**src/rtl/fci_pkg.sv**
```systemverilog
// Functional notes
// - corrected-error enable b0 passes corrected-error flag onto flash error request
// - data-violation enable b3 passes data-flash violation flag onto flash error request
// - command-lock enable b4 passes command lock flag onto flash error request
// - code-violation enable b7 passes code-flash violation flag onto flash error request
// - ready enable b0 gives a ready request when ready rises from 0 to 1
// - start and end address writes land only while ready is 1
// - two lowest bits of both address registers are read-only zero
// - start address gives the first target address of area commands
// - start address bits below the command boundary are ignored
// - code-flash commands ignore start address bits 31 to 24
// - data-flash commands ignore start address bits 31 to 19
// - reset and setting the set-up init bit clear both address registers
// - end address gives blank-check end, bits 31 to 19 and 1:0 ignored
// - wrong blank-check address order puts the sequencer into command lock
// - work-ram enable b0 blocks (0) or permits (1) work-ram access
// - work-ram b1 selects normal access (0) or high-speed writes only (1)
// - work-ram bits change only on a 16-bit write carrying key c4
// - the key byte is never stored and reads as zero
// - any access violation flag sets command lock
// - ready is 0 while a sequencer command runs, 1 otherwise
`default_nettype none
package fci_pkg;

    // ----------------------------------------------------------------
    // register map, byte addresses
    // ----------------------------------------------------------------
    localparam logic [31:0] OFS_ERR_EN = 32'h007fe014;
    localparam logic [31:0] OFS_RDY_EN = 32'h007fe018;
    localparam logic [31:0] OFS_START = 32'h007fe030;
    localparam logic [31:0] OFS_END = 32'h007fe034;
    localparam logic [31:0] OFS_RAM_EN = 32'h007fe054;
    localparam logic [31:0] OFS_SETUP = 32'h007fe08c;

    // ----------------------------------------------------------------
    // fields, masks and reset values
    // ----------------------------------------------------------------
    localparam int BIT_CORRECTED = 0;
    localparam int BIT_DATA_VIOL = 3;
    localparam int BIT_LOCK = 4;
    localparam int BIT_CODE_VIOL = 7;
    localparam int BIT_RDY_EN = 0;
    localparam int BIT_RAM_EN = 0;
    localparam int BIT_RAM_MODE = 1;
    localparam int BIT_SETUP_INIT = 0;
    localparam logic [7:0] ERR_EN_MASK = 8'h99;
    localparam logic [7:0] ERR_EN_RESET = 8'h99;
    localparam logic [7:0] RAM_KEY = 8'hc4;
    localparam logic [3:0] SEL_HALF_LOW = 4'h3;
    localparam logic [31:0] ADDR_RO_MASK = 32'h00000003;
    localparam logic [31:0] CODE_AREA_MASK = 32'h00ffffff;
    localparam logic [31:0] DATA_AREA_MASK = 32'h0007ffff;
    localparam logic [31:0] BND_4 = 32'h00000003;
    localparam logic [31:0] BND_16 = 32'h0000000f;
    localparam logic [31:0] BND_64 = 32'h0000003f;
    localparam logic [31:0] BND_256 = 32'h000000ff;
    localparam logic [31:0] BND_8K = 32'h00001fff;
    localparam logic [31:0] BND_32K = 32'h00007fff;

    // ----------------------------------------------------------------
    // types
    // ----------------------------------------------------------------
    typedef enum logic [6:0] {
        CMD_PROG_CODE = 7'h01,
        CMD_PROG_DATA = 7'h02,
        CMD_ERASE_CODE = 7'h04,
        CMD_ERASE_DATA = 7'h08,
        CMD_BLANK = 7'h10,
        CMD_CONFIG = 7'h20,
        CMD_LOCKBIT = 7'h40
    } fci_cmd_t;

    typedef struct packed {
        logic sequencer_ready;
        logic corrected_error_flag;
        logic data_violation_flag;
        logic code_violation_flag;
        logic lock_request;
        logic lock_release;
        logic blank_check_start;
        logic blank_check_direction;
        fci_cmd_t cmd_kind;
        logic large_block;
    } fci_seq_t;

    typedef struct packed {
        logic [7:0] err_en;
        logic rdy_en;
        logic [31:0] start_addr;
        logic [31:0] end_addr;
        logic ram_en;
        logic ram_mode;
        logic lock;
        logic err_irq;
        logic rdy_irq;
        logic rdy_prev;
        logic ack;
        logic [31:0] rdata;
    } fci_state_t;

    localparam fci_state_t STATE_RESET = '{
        err_en: ERR_EN_RESET,
        rdy_en: 1'b0,
        start_addr: 32'h00000000,
        end_addr: 32'h00000000,
        ram_en: 1'b0,
        ram_mode: 1'b0,
        lock: 1'b0,
        err_irq: 1'b0,
        rdy_irq: 1'b0,
        rdy_prev: 1'b1,
        ack: 1'b0,
        rdata: 32'h00000000
    };

endpackage
`default_nettype wire

```
**src/rtl/fci_regs.sv**
```systemverilog
`timescale 1ns/10ps
`default_nettype none
module fci_regs (
    // clock and reset
    input wire logic clk_i,
    input wire logic rst_i,
    // wishbone slave
    input wire logic wb_cyc_i,
    input wire logic wb_stb_i,
    input wire logic wb_we_i,
    input wire logic [31:0] wb_adr_i,
    input wire logic [3:0] wb_sel_i,
    input wire logic [31:0] wb_dat_i,
    output logic [31:0] wb_dat_o,
    output logic wb_ack_o,
    // sequencer side
    input wire fci_pkg::fci_seq_t seq_i,
    output logic command_lock_flag_o,
    output logic setup_init_o,
    output logic [31:0] command_start_address_o,
    output logic [31:0] command_end_address_o,
    output logic [31:0] target_start_address_o,
    output logic [31:0] target_end_address_o,
    // work ram gating
    output logic work_ram_access_enable_o,
    output logic work_ram_transfer_mode_o,
    output logic work_ram_read_allow_o,
    output logic work_ram_write_allow_o,
    // interrupt requests
    output logic flash_error_irq_o,
    output logic ready_irq_o
);

    // ----------------------------------------------------------------
    // helpers
    // ----------------------------------------------------------------
    function automatic logic hit(input logic [31:0] adr, input logic [31:0] ofs);
        hit = (adr[31:2] == ofs[31:2]);
    endfunction

    function automatic logic [31:0] lane_merge(input logic [31:0] old, input logic [31:0] wd,
                                               input logic [3:0] sel);
        logic [31:0] r;
        r = old;
        for (int i = 0; i < 4; i++)
        begin
            if (sel[i])
            begin
                r[i*8 +: 8] = wd[i*8 +: 8];
            end
        end
        lane_merge = r;
    endfunction

    // area and boundary masking of the start address per command
    function automatic logic [31:0] eff_start(input logic [31:0] a, input fci_pkg::fci_cmd_t k,
                                              input logic big);
        logic [31:0] area;
        logic [31:0] low;
        area = fci_pkg::CODE_AREA_MASK;
        low = fci_pkg::BND_4;
        case (k)
            fci_pkg::CMD_PROG_CODE: low = fci_pkg::BND_256;
            fci_pkg::CMD_PROG_DATA:
            begin
                area = fci_pkg::DATA_AREA_MASK;
                low = fci_pkg::BND_4;
            end
            fci_pkg::CMD_ERASE_CODE: low = big ? fci_pkg::BND_32K : fci_pkg::BND_8K;
            fci_pkg::CMD_ERASE_DATA:
            begin
                area = fci_pkg::DATA_AREA_MASK;
                low = fci_pkg::BND_64;
            end
            fci_pkg::CMD_BLANK:
            begin
                area = fci_pkg::DATA_AREA_MASK;
                low = fci_pkg::BND_4;
            end
            fci_pkg::CMD_CONFIG:
            begin
                area = fci_pkg::DATA_AREA_MASK;
                low = fci_pkg::BND_16;
            end
            fci_pkg::CMD_LOCKBIT: low = big ? fci_pkg::BND_32K : fci_pkg::BND_8K;
            default:
            begin
                area = fci_pkg::CODE_AREA_MASK;
                low = fci_pkg::BND_4;
            end
        endcase
        eff_start = a & area & ~low;
    endfunction

    // ----------------------------------------------------------------
    // state
    // ----------------------------------------------------------------
    fci_pkg::fci_state_t s_q;
    fci_pkg::fci_state_t s_d;

    logic req;
    logic wr_now;
    logic init_wr;
    logic viol;
    logic [31:0] bc_start;
    logic [31:0] bc_end;
    logic bc_bad;
    logic [7:0] err_flags;

    assign req = wb_cyc_i & wb_stb_i;
    // writes land on the edge where the master sees ack
    assign wr_now = req & wb_we_i & s_q.ack;
    assign init_wr = wr_now & hit(wb_adr_i, fci_pkg::OFS_SETUP) & wb_sel_i[0]
                     & wb_dat_i[fci_pkg::BIT_SETUP_INIT];
    assign viol = seq_i.data_violation_flag | seq_i.code_violation_flag;
    assign bc_start = eff_start(s_q.start_addr, fci_pkg::CMD_BLANK, 1'b0);
    assign bc_end = s_q.end_addr & fci_pkg::DATA_AREA_MASK & ~fci_pkg::BND_4;
    assign bc_bad = seq_i.blank_check_direction ? !(bc_start > bc_end) : !(bc_start < bc_end);

    always_comb
    begin
        err_flags = 8'h00;
        err_flags[fci_pkg::BIT_CORRECTED] = seq_i.corrected_error_flag;
        err_flags[fci_pkg::BIT_DATA_VIOL] = seq_i.data_violation_flag;
        err_flags[fci_pkg::BIT_LOCK] = s_q.lock;
        err_flags[fci_pkg::BIT_CODE_VIOL] = seq_i.code_violation_flag;
    end

    // ----------------------------------------------------------------
    // next state
    // ----------------------------------------------------------------
    always_comb
    begin
        s_d = s_q;
        // single-cycle ack, one cycle after the request appears
        s_d.ack = req & ~s_q.ack;
        if (req & ~s_q.ack)
        begin
            s_d.rdata = 32'h00000000;
            if (hit(wb_adr_i, fci_pkg::OFS_ERR_EN))
            begin
                s_d.rdata[7:0] = s_q.err_en;
            end
            else if (hit(wb_adr_i, fci_pkg::OFS_RDY_EN))
            begin
                s_d.rdata[fci_pkg::BIT_RDY_EN] = s_q.rdy_en;
            end
            else if (hit(wb_adr_i, fci_pkg::OFS_START))
            begin
                s_d.rdata = s_q.start_addr;
            end
            else if (hit(wb_adr_i, fci_pkg::OFS_END))
            begin
                s_d.rdata = s_q.end_addr;
            end
            else if (hit(wb_adr_i, fci_pkg::OFS_RAM_EN))
            begin
                // key byte reads zero
                s_d.rdata[fci_pkg::BIT_RAM_EN] = s_q.ram_en;
                s_d.rdata[fci_pkg::BIT_RAM_MODE] = s_q.ram_mode;
            end
        end

        if (wr_now)
        begin
            if (hit(wb_adr_i, fci_pkg::OFS_ERR_EN) && wb_sel_i[0])
            begin
                s_d.err_en = wb_dat_i[7:0] & fci_pkg::ERR_EN_MASK;
            end
            if (hit(wb_adr_i, fci_pkg::OFS_RDY_EN) && wb_sel_i[0])
            begin
                s_d.rdy_en = wb_dat_i[fci_pkg::BIT_RDY_EN];
            end
            // busy sequencer silently drops address writes
            if (hit(wb_adr_i, fci_pkg::OFS_START) && seq_i.sequencer_ready)
            begin
                s_d.start_addr = lane_merge(s_q.start_addr, wb_dat_i, wb_sel_i)
                                 & ~fci_pkg::ADDR_RO_MASK;
            end
            if (hit(wb_adr_i, fci_pkg::OFS_END) && seq_i.sequencer_ready)
            begin
                s_d.end_addr = lane_merge(s_q.end_addr, wb_dat_i, wb_sel_i)
                               & ~fci_pkg::ADDR_RO_MASK;
            end
            // only an exact low-halfword write with the key unlocks the bits
            if (hit(wb_adr_i, fci_pkg::OFS_RAM_EN) && wb_sel_i == fci_pkg::SEL_HALF_LOW
                && wb_dat_i[15:8] == fci_pkg::RAM_KEY)
            begin
                s_d.ram_en = wb_dat_i[fci_pkg::BIT_RAM_EN];
                s_d.ram_mode = wb_dat_i[fci_pkg::BIT_RAM_MODE];
            end
        end

        // init beats a concurrent address write
        if (init_wr)
        begin
            s_d.start_addr = 32'h00000000;
            s_d.end_addr = 32'h00000000;
        end

        // lock: set wins over release
        if (seq_i.lock_release && !viol)
        begin
            s_d.lock = 1'b0;
        end
        if (seq_i.lock_request || viol)
        begin
            s_d.lock = 1'b1;
        end
        if (seq_i.blank_check_start && bc_bad)
        begin
            s_d.lock = 1'b1;
        end

        s_d.err_irq = |(err_flags & s_q.err_en);
        s_d.rdy_prev = seq_i.sequencer_ready;
        s_d.rdy_irq = s_q.rdy_en & seq_i.sequencer_ready & ~s_q.rdy_prev;
    end

    always_ff @(posedge clk_i or posedge rst_i)
    begin
        if (rst_i)
        begin
            s_q <= fci_pkg::STATE_RESET;
        end
        else
        begin
            s_q <= s_d;
        end
    end

    // ----------------------------------------------------------------
    // outputs
    // ----------------------------------------------------------------
    assign wb_dat_o = s_q.rdata;
    assign wb_ack_o = s_q.ack;
    assign command_lock_flag_o = s_q.lock;
    assign setup_init_o = init_wr;
    assign command_start_address_o = s_q.start_addr;
    assign command_end_address_o = s_q.end_addr;
    assign target_start_address_o = eff_start(s_q.start_addr, seq_i.cmd_kind,
                                              seq_i.large_block);
    assign target_end_address_o = bc_end;
    assign work_ram_access_enable_o = s_q.ram_en;
    assign work_ram_transfer_mode_o = s_q.ram_mode;
    // high-speed mode trades away reads for write bandwidth
    assign work_ram_read_allow_o = s_q.ram_en & ~s_q.ram_mode;
    assign work_ram_write_allow_o = s_q.ram_en;
    assign flash_error_irq_o = s_q.err_irq;
    assign ready_irq_o = s_q.rdy_irq;

    // ----------------------------------------------------------------
    // assertions
    // ----------------------------------------------------------------
    a_err_corrected: assert property (@(posedge clk_i) disable iff (rst_i)
        (seq_i.corrected_error_flag && s_q.err_en[fci_pkg::BIT_CORRECTED]) |=> flash_error_irq_o)
        else $error("corrected error did not raise error request");

    a_err_data_viol: assert property (@(posedge clk_i) disable iff (rst_i)
        (seq_i.data_violation_flag && s_q.err_en[fci_pkg::BIT_DATA_VIOL]) |=> flash_error_irq_o)
        else $error("data violation did not raise error request");

    a_err_lock: assert property (@(posedge clk_i) disable iff (rst_i)
        (command_lock_flag_o && s_q.err_en[fci_pkg::BIT_LOCK]) |=> flash_error_irq_o)
        else $error("command lock did not raise error request");

    a_err_code_viol: assert property (@(posedge clk_i) disable iff (rst_i)
        (seq_i.code_violation_flag && s_q.err_en[fci_pkg::BIT_CODE_VIOL]) |=> flash_error_irq_o)
        else $error("code violation did not raise error request");

    a_err_quiet: assert property (@(posedge clk_i) disable iff (rst_i)
        (s_q.err_en == 8'h00) |=> !flash_error_irq_o)
        else $error("error request with all enables off");

    a_rdy_edge: assert property (@(posedge clk_i) disable iff (rst_i)
        ready_irq_o |-> $past(seq_i.sequencer_ready) && !$past(seq_i.sequencer_ready, 2))
        else $error("ready request without a rising ready");

    a_addr_busy: assert property (@(posedge clk_i) disable iff (rst_i)
        (wr_now && !seq_i.sequencer_ready && !init_wr) |=> $stable(s_q.start_addr)
        && $stable(s_q.end_addr))
        else $error("address changed while sequencer busy");

    a_addr_low: assert property (@(posedge clk_i) disable iff (rst_i)
        command_start_address_o[1:0] == 2'b00 && command_end_address_o[1:0] == 2'b00)
        else $error("read-only address bits not zero");

    a_init_clear: assert property (@(posedge clk_i) disable iff (rst_i)
        init_wr |=> command_start_address_o == 32'h00000000
        && command_end_address_o == 32'h00000000)
        else $error("set-up init did not clear addresses");

    a_bc_lock: assert property (@(posedge clk_i) disable iff (rst_i)
        (seq_i.blank_check_start && bc_bad) |=> command_lock_flag_o)
        else $error("bad blank-check order did not lock");

    a_viol_lock: assert property (@(posedge clk_i) disable iff (rst_i)
        viol |=> command_lock_flag_o)
        else $error("violation did not lock");

    a_ram_key: assert property (@(posedge clk_i) disable iff (rst_i)
        (wr_now && hit(wb_adr_i, fci_pkg::OFS_RAM_EN) && wb_dat_i[15:8] != fci_pkg::RAM_KEY)
        |=> $stable(work_ram_access_enable_o) && $stable(work_ram_transfer_mode_o))
        else $error("work-ram bits changed without key");

    a_key_zero: assert property (@(posedge clk_i) disable iff (rst_i)
        wb_ack_o && !wb_we_i && hit(wb_adr_i, fci_pkg::OFS_RAM_EN) |-> wb_dat_o[31:2] == 30'h0)
        else $error("key byte read back nonzero");

    a_ram_gate: assert property (@(posedge clk_i) disable iff (rst_i)
        !work_ram_access_enable_o |-> !work_ram_read_allow_o && !work_ram_write_allow_o)
        else $error("work ram open while disabled");

    a_ram_mode: assert property (@(posedge clk_i) disable iff (rst_i)
        work_ram_transfer_mode_o |-> !work_ram_read_allow_o)
        else $error("read allowed in high-speed mode");

    a_ack_pulse: assert property (@(posedge clk_i) disable iff (rst_i)
        (req && !wb_ack_o) |=> wb_ack_o ##1 !wb_ack_o)
        else $error("ack not a single cycle after request");

    a_ack_idle: assert property (@(posedge clk_i) disable iff (rst_i)
        !req |=> !wb_ack_o)
        else $error("ack without request");

    a_rdy_quiet: assert property (@(posedge clk_i) disable iff (rst_i)
        !s_q.rdy_en |=> !ready_irq_o)
        else $error("ready request while off");

    a_err_cause: assert property (@(posedge clk_i) disable iff (rst_i)
        flash_error_irq_o |-> $past(s_q.err_en) != 8'h00)
        else $error("error request while off");

    a_addr_keep: assert property (@(posedge clk_i) disable iff (rst_i)
        !wr_now |=> $stable(command_start_address_o) && $stable(command_end_address_o))
        else $error("address moved unwritten");

    a_ram_keep: assert property (@(posedge clk_i) disable iff (rst_i)
        !wr_now |=> $stable(work_ram_access_enable_o) && $stable(work_ram_transfer_mode_o))
        else $error("work-ram bits moved");

    a_tgt_code: assert property (@(posedge clk_i) disable iff (rst_i)
        (seq_i.cmd_kind == fci_pkg::CMD_PROG_CODE || seq_i.cmd_kind == fci_pkg::CMD_ERASE_CODE)
        |-> target_start_address_o[31:24] == 8'h00)
        else $error("code target high bits");

    a_tgt_data: assert property (@(posedge clk_i) disable iff (rst_i)
        (seq_i.cmd_kind == fci_pkg::CMD_PROG_DATA || seq_i.cmd_kind == fci_pkg::CMD_ERASE_DATA)
        |-> target_start_address_o[31:19] == 13'h0000)
        else $error("data target high bits");

    a_tgt_page: assert property (@(posedge clk_i) disable iff (rst_i)
        seq_i.cmd_kind == fci_pkg::CMD_PROG_CODE |-> target_start_address_o[7:0] == 8'h00)
        else $error("program target off page");

    a_lock_hold: assert property (@(posedge clk_i) disable iff (rst_i)
        command_lock_flag_o && !seq_i.lock_release |=> command_lock_flag_o)
        else $error("lock dropped unreleased");

    c_addr_write: cover property (@(posedge clk_i) disable iff (rst_i)
        wr_now && hit(wb_adr_i, fci_pkg::OFS_START) && seq_i.sequencer_ready);
    c_key_unlock: cover property (@(posedge clk_i) disable iff (rst_i)
        wr_now && hit(wb_adr_i, fci_pkg::OFS_RAM_EN) && wb_dat_i[15:8] == fci_pkg::RAM_KEY);
    c_rdy_irq: cover property (@(posedge clk_i) disable iff (rst_i) ready_irq_o);
    c_bc_lock: cover property (@(posedge clk_i) disable iff (rst_i)
        seq_i.blank_check_start && bc_bad);
    c_init_clear: cover property (@(posedge clk_i) disable iff (rst_i)
        init_wr);

endmodule // fci_regs
`default_nettype wire

```
**config.mk**
```make
export PLATFORM = sky130hd
export DESIGN_NAME = fci_regs
export DESIGN_NICKNAME = d
export VERILOG_FILES = /design/src/rtl/fci_pkg.sv /design/src/rtl/fci_regs.sv
export SDC_FILE = /design/constraint.sdc
export NUM_CORES = 1
export LEC_CHECK = 0
export ABC_AREA = 1
export BUFFER_PORTS_ARGS = -buffer_cell sky130_fd_sc_hd__buf_2
export CORE_UTILIZATION = 34
export DETAILED_ROUTE_END_ITERATION = 16
export HOLD_SLACK_MARGIN = 0.02
export MAX_ROUTING_LAYER = met4
export PLACE_DENSITY = 0.68
export SYNTH_ARGS = -nofsm -noshare
export SYNTH_HDL_FRONTEND = slang
export SYNTH_SLANG_ARGS = --single-unit
```
**constraint.sdc**
```tcl
create_clock -name clk_i -period 5.95 [get_ports clk_i]
set_input_delay 0.595 -clock clk_i [delete_from_list [all_inputs] [get_ports clk_i]]
set_output_delay 0.595 -clock clk_i [all_outputs]
set_load 0.005 [all_outputs]
```
# After elaboration in Yosys (flattened, before gate mapping)
# Cells that the tools add are included.
[op_classes]
n_div = 0
n_reduce_logical = 36
order_cmp = 2
mul = 0
n_mux = 25
n_bitwise = 18
addsub = 0
n_eq_ne = 15
shifts = 0
[op_table]
columns = ["op", "count"]
rows = [
  ["$eq 30x21->1 const B", 6],
  ["$mux 32", 3],
  ["$mux 66", 1],
  ["$and 32x32->32", 2],
  ["$mux 64", 1],
  ["$pmux 15 s4", 1],
  ["$mux 24", 2],
  ["$mux 8", 6],
  ["$not 32->32", 1],
  ["$mux 31", 1],
  ["$mux 30", 1],
  ["$reduce_and 3->1", 8],
  ["$gt 19x19->1", 1],
  ["$lt 19x19->1", 1],
  ["$mux 15", 1],
  ["$reduce_bool 2->1", 7],
  ["$and 1x1->1", 10],
  ["$reduce_and 2->1", 5],
  ["$and 8x8->8", 1],
  ["$eq 8x8->1 const B", 1],
  ["$logic_and 1x1->1", 8],
  ["$reduce_or 8->1", 1],
  ["$eq 7x1->1 const B", 1],
  ["$eq 7x2->1 const B", 1],
  ["15 further kinds", 25],
]
[word_totals]
elab_cells = 116
out_inout_bits = 169
mem_bits_rw = 0
n_memories = 0
inputBits = 89
mem_bits_ro = 0
register_bits = 108
latchBits = 0

# Logic depth before layout (Yosys ltp)
[depth]
word_depth = 8
mapped_depth = 13
ltp_nobuf = 13

# Worst setup path before layout
# OpenSTA, ideal clock, no wires.
[synth_timing]
path_type = "input to output"
start = "input seq_i[7] in the netlist's numbering"
end = "output target_start_address_o[3]"
required_ns = 5.355
arrival_time_ns = 1.603
path_stages = 5
path_slack_ns = 3.752
cell_sequence = "nor3_1 > nand3_1 > o21ai_1 > nor2_1 > and3_1"
[synth_between]
elab_chain_cells = 5
elab_cells_between_ends = 9
cone_classes = "eq/ne: 5; mux: 1; bitwise: 2; reduce/logical: 1"
[synth_lines]
columns = ["element", "line", "rtl"]
rows = [
  ["start, declared", "fci_regs.sv:17", "input wire fci_pkg::fci_seq_t seq_i,"],
  ["$eq 7x7->1 / $eq 7x3->1 (equally long branches)", "fci_regs.sv:62", "case (k)"],
  ["$reduce_or 2->1 (no line)", "-", ""],
  ["$pmux 15 s4 *", "fci_regs.sv:62", ""],
  ["$not 32->32 *", "fci_regs.sv:92", "eff_start = a & area & ~low;"],
  ["$and 32x32->32 *", "fci_regs.sv:92", ""],
  ["end, declared", "fci_regs.sv:22", "output logic [31:0] target_start_address_o,"],
]
# Mark *: on every way between the ends. The rest lies on a longest branch, timed or not.

# Worst setup path after layout
[layout_timing]
start = "register s_q (netlist bit wb_ack_o)"
end = "register s_q (netlist bit command_end_address_o[14])"
[layout_between]
elab_chain_cells = 6
elab_cells_between_ends = 9
cone_classes = "mux: 1; bitwise: 4; reduce/logical: 4"
[layout_lines]
columns = ["element", "line", "rtl"]
rows = [
  ["start, declared", "fci_regs.sv:98", "fci_pkg::fci_state_t s_q;"],
  ["start signal, assigned", "fci_regs.sv:224", "s_q <= fci_pkg::STATE_RESET;"],
  ["$and 1x1->1 *", "fci_regs.sv:112", "assign wr_now = req & wb_we_i & s_q.ack;"],
  ["$and 1x1->1 (2 in series)", "fci_regs.sv:113", "assign init_wr = wr_now & hit(wb_adr_i, fci_pkg::OFS_SETUP) & wb_sel_i[0]"],
  ["$and 1x1->1", "fci_regs.sv:114", "& wb_dat_i[fci_pkg::BIT_SETUP_INIT];"],
  ["$reduce_bool 2->1 (no line)", "-", ""],
  ["$reduce_and 3->1 (no line)", "-", ""],
]
# Marks and branches as above.
# A chain may end at the register's enable or synchronous reset.

==> out/qor.log <==
INFO  run_status     run_status=finished, final reports clean
INFO  grt            global_route_wire_length_before_repair=32.5mm
INFO  cells_and_area syn2layout_area_growth=9.63%
INFO  timing         max_freq=297MHz
INFO  routing        ant_nets=0
INFO  yosys          ys.flop_type=dfrtp_1
INFO  timing         slew_headroom=22.0%
INFO  yosys          synth_edf_count=0
INFO  yosys          mappedNetlistArea=7170µm²
INFO  clock_tree     htreeDepth=3
INFO  yosys          synth_async_reset_ratio=100%
INFO  timing         setup_slack=2.59ns
INFO  yosys          ys_ff_latch=104
INFO  timing         timing.clock.skew=0.00717ns
INFO  grt            first_global_vias=5,877
INFO  flow_run       max_cap_violation_count=0
INFO  yosys          yosys-top-cells-count=nand2_1, buf_4, inv_1
INFO  clock_tree     numClockSinks=104
INFO  yosys          yosys.cell_count.top_type=nand2_1
INFO  yosys          synth_seq_area_share=36.4%
INFO  clock_tree     clkSlewWorstSetupHoldPaths=0.07ns
INFO  critical_path  ff2ff_setup_slack=2.59ns
INFO  clock_tree     post-cts-setup-buffers=0
INFO  routing        post-route-drc-count=0
INFO  critical_path  critical_path.slowest_cell=nor2_2
INFO  cells_and_area final_nets=1,196
INFO  routing        first_pass_iters=5
INFO  routing        wire_per_inst=15.1µm
INFO  routing        drt_iter0_drc=349
INFO  clock_tree     tritoncts_clock_tree=built
INFO  critical_path  crit_path_frequent_cell=nand2_1
INFO  floorplanning  die-width=147µm
INFO  critical_path  cp_top_family=simple AND/OR/NAND/NOR gates
INFO  critical_path  cp_num_buf_inv=2
INFO  yosys          synthesis.instances=988
INFO  routing        final_wirelength=20.7mm
INFO  clock_tree     clockRootBuffer=clkbuf_16
INFO  timing         period_share=56.5%
INFO  yosys          yosys.cell_types.count=41
INFO  grt            grt_overflow=0
INFO  min_path       timing.hold.worst.class=in2async
INFO  critical_path  cp_data_arrival_time=3.60ns
INFO  critical_path  timing.critical_path.required=6.18ns
INFO  timing         grt_setup_unrepaired=no
INFO  critical_path  worst_path_largest_cell_delay=0.91ns
INFO  routing        post_drt_via_cell_ratio=4.70
INFO  yosys          synth_warnings=0
INFO  timing         period_minus_slack=3.36ns
INFO  timing         finalSetupViolCount=0
INFO  floorplanning  floorplan.die.height=147µm
INFO  placed_design  place_ws=2.26ns
INFO  power          power.leakage=0.00462µW
INFO  power          power_density=178nW/µm²
INFO  yosys          syn_avg_cell_area=7.26µm²
INFO  timing         timing_worst_slew_pin_value=1.17ns
INFO  floorplanning  top_level_ports=258
INFO  critical_path  reg2reg_from=wb_ack_o
INFO  critical_path  cp_max_fo=57
INFO  clock_tree     worst_skew_pair.late_latency=0.34ns
INFO  placed_design  numPortBuffers=226
INFO  floorplanning  coreArea=20,400µm²
INFO  cells_and_area layout-drive-gt1-share=26.5%
INFO  critical_path  timing.reg2reg.worst_path_depth=10
INFO  power          ir_drop=0.116mV
INFO  placed_design  dp_hpwl=15.4mm
INFO  grt            maximum_number_of_pins_on_one_net_before_global_route_repair=58
INFO  yosys          synth_top_cell_area_share=34.5%
INFO  clock_tree     ctsResizeCount=0
INFO  yosys          yosysTopAreaCell=dfrtp_1
INFO  timing         final-hold-violation-count=0
INFO  critical_path  path_cells=nand2_1, nor2_4, buf_4, nand2_1, inv_1, nand3_1, nor2_2, nor2_1, nand4_1, nand2_1
INFO  floorplanning  die_area=21,700µm²
INFO  yosys          synth_top_cells_by_area=dfrtp_1, nand2_1, buf_4, inv_1, nand4_1
INFO  grt            track_usage=20.0%
INFO  timing         setup_tns=0ns
INFO  placed_design  gpl.final_weighted_congestion=0.845
INFO  clock_tree     cts_made_buffers=9
INFO  routing        vias=6,420
INFO  floorplanning  initial_utilization=35.1%
INFO  floorplanning  core.rowCount=52
INFO  critical_path  worstSetupStartpoint=wb_ack_o
INFO  clock_tree     hold_buffer_count_at_cts=0
INFO  critical_path  worstSetupEndpointType=register
INFO  grt            antenna_found_initial=2
INFO  timing         report.final.slew_viol_count=0
INFO  critical_path  critPathKind=reg2reg
INFO  critical_path  timing.critical_path.from_type=register
INFO  critical_path  critical_path_depth=10
INFO  clock_tree     ctsLongestPathBuffers=2
path summary, 6_finish.rpt:
path	to
setup reg to reg	command_end_address_o[14]
hold / removal	wb_dat_o[27]
setup / recovery	command_end_address_o[14]
min in group clk_i	s_q[33]
max in group asynchronous	wb_ack_o
hold reg to reg	wb_dat_o[15]
state kept, by name, indices dropped and copies added, names as in the netlist, 6 cells and up:
name,count
wb_dat_o,32
command_end_address_o,30
command_start_address_o,30
s_q,6
area by class of cell:
class	count	area, µm²
fillers	2204	12600
flip-flops and latches	104	2610
multi-input cells	627	3020
well taps	270	338
clock buffers	14	264
inverters	116	438
clock inverters	2	15.0
repair buffers	232	1180
diodes	2	5.00
metal layers:
layer | track usage, % | up-vias | part of all wire, %
li1 | - | 3160 | -
met1 | 26.0 | 3002 | 45
met2 | 32.2 | 238 | 49
met3 | 2.95 | 20 | 5.2
met4 | 5.67 | 0 | 1.3
met5 | - | - | 0
report_power, final:
group	switching (µW)	total, µW	internal [µW]
sequential	1.55	711	709
combinational	76.6	113	36.4
clock	271	579	308
total	349	1400	1050
cells in the final DEF (no fill, tap or decap), types with 4 or more instances in the layout:
cell type / Yosys / routed
nand2_1: 303 / 303
buf_2: 11 / 226
inv_1: 113 / 112
dfrtp_1: 99 / 99
nor2_1: 79 / 78
nand4_1: 56 / 56
nand3_1: 37 / 37
conb_1: 1 / 29
o21ai_0: 22 / 22
ha_1: 17 / 17
o21ai_1: 10 / 10
nor3_1: 9 / 9
nand2_2: 9 / 9
o22ai_1: 9 / 9
clkbuf_16: 0 / 9
nor2_2: 8 / 8
a21oi_1: 8 / 8
nand3_2: 6 / 6
buf_4: 148 / 6
dfstp_2: 5 / 5
nor2_4: 3 / 4
through the flow:
stage                     std cells  util, %  total power, µW  instance area, µm²  hold slack [ns]
after floorplan                1016        -              799                7280            0.450
after global placement         1349     37.1              837                7580            0.459
after detailed placement       1349     37.1              838                7580            0.461
after CTS                      1365     38.5             1420                7860            0.361
after global routing           1367     38.5             1460                7860            0.398
final                          1367     38.5             1400                7860            0.346
kinds of logic (layout without fill, tap and decap cells):
family          after synthesis  after routing  share of synthesized area (%)
compound gates               56             56                           4.33
fa+ha+maj                    17             17                           2.97
buf+inv                     285            364                           23.1
flops                       104            104                           36.4
other cells                   1             31                         0.0523
simple gates                525            525                           33.2
Power figures use the tool's default switching activity.
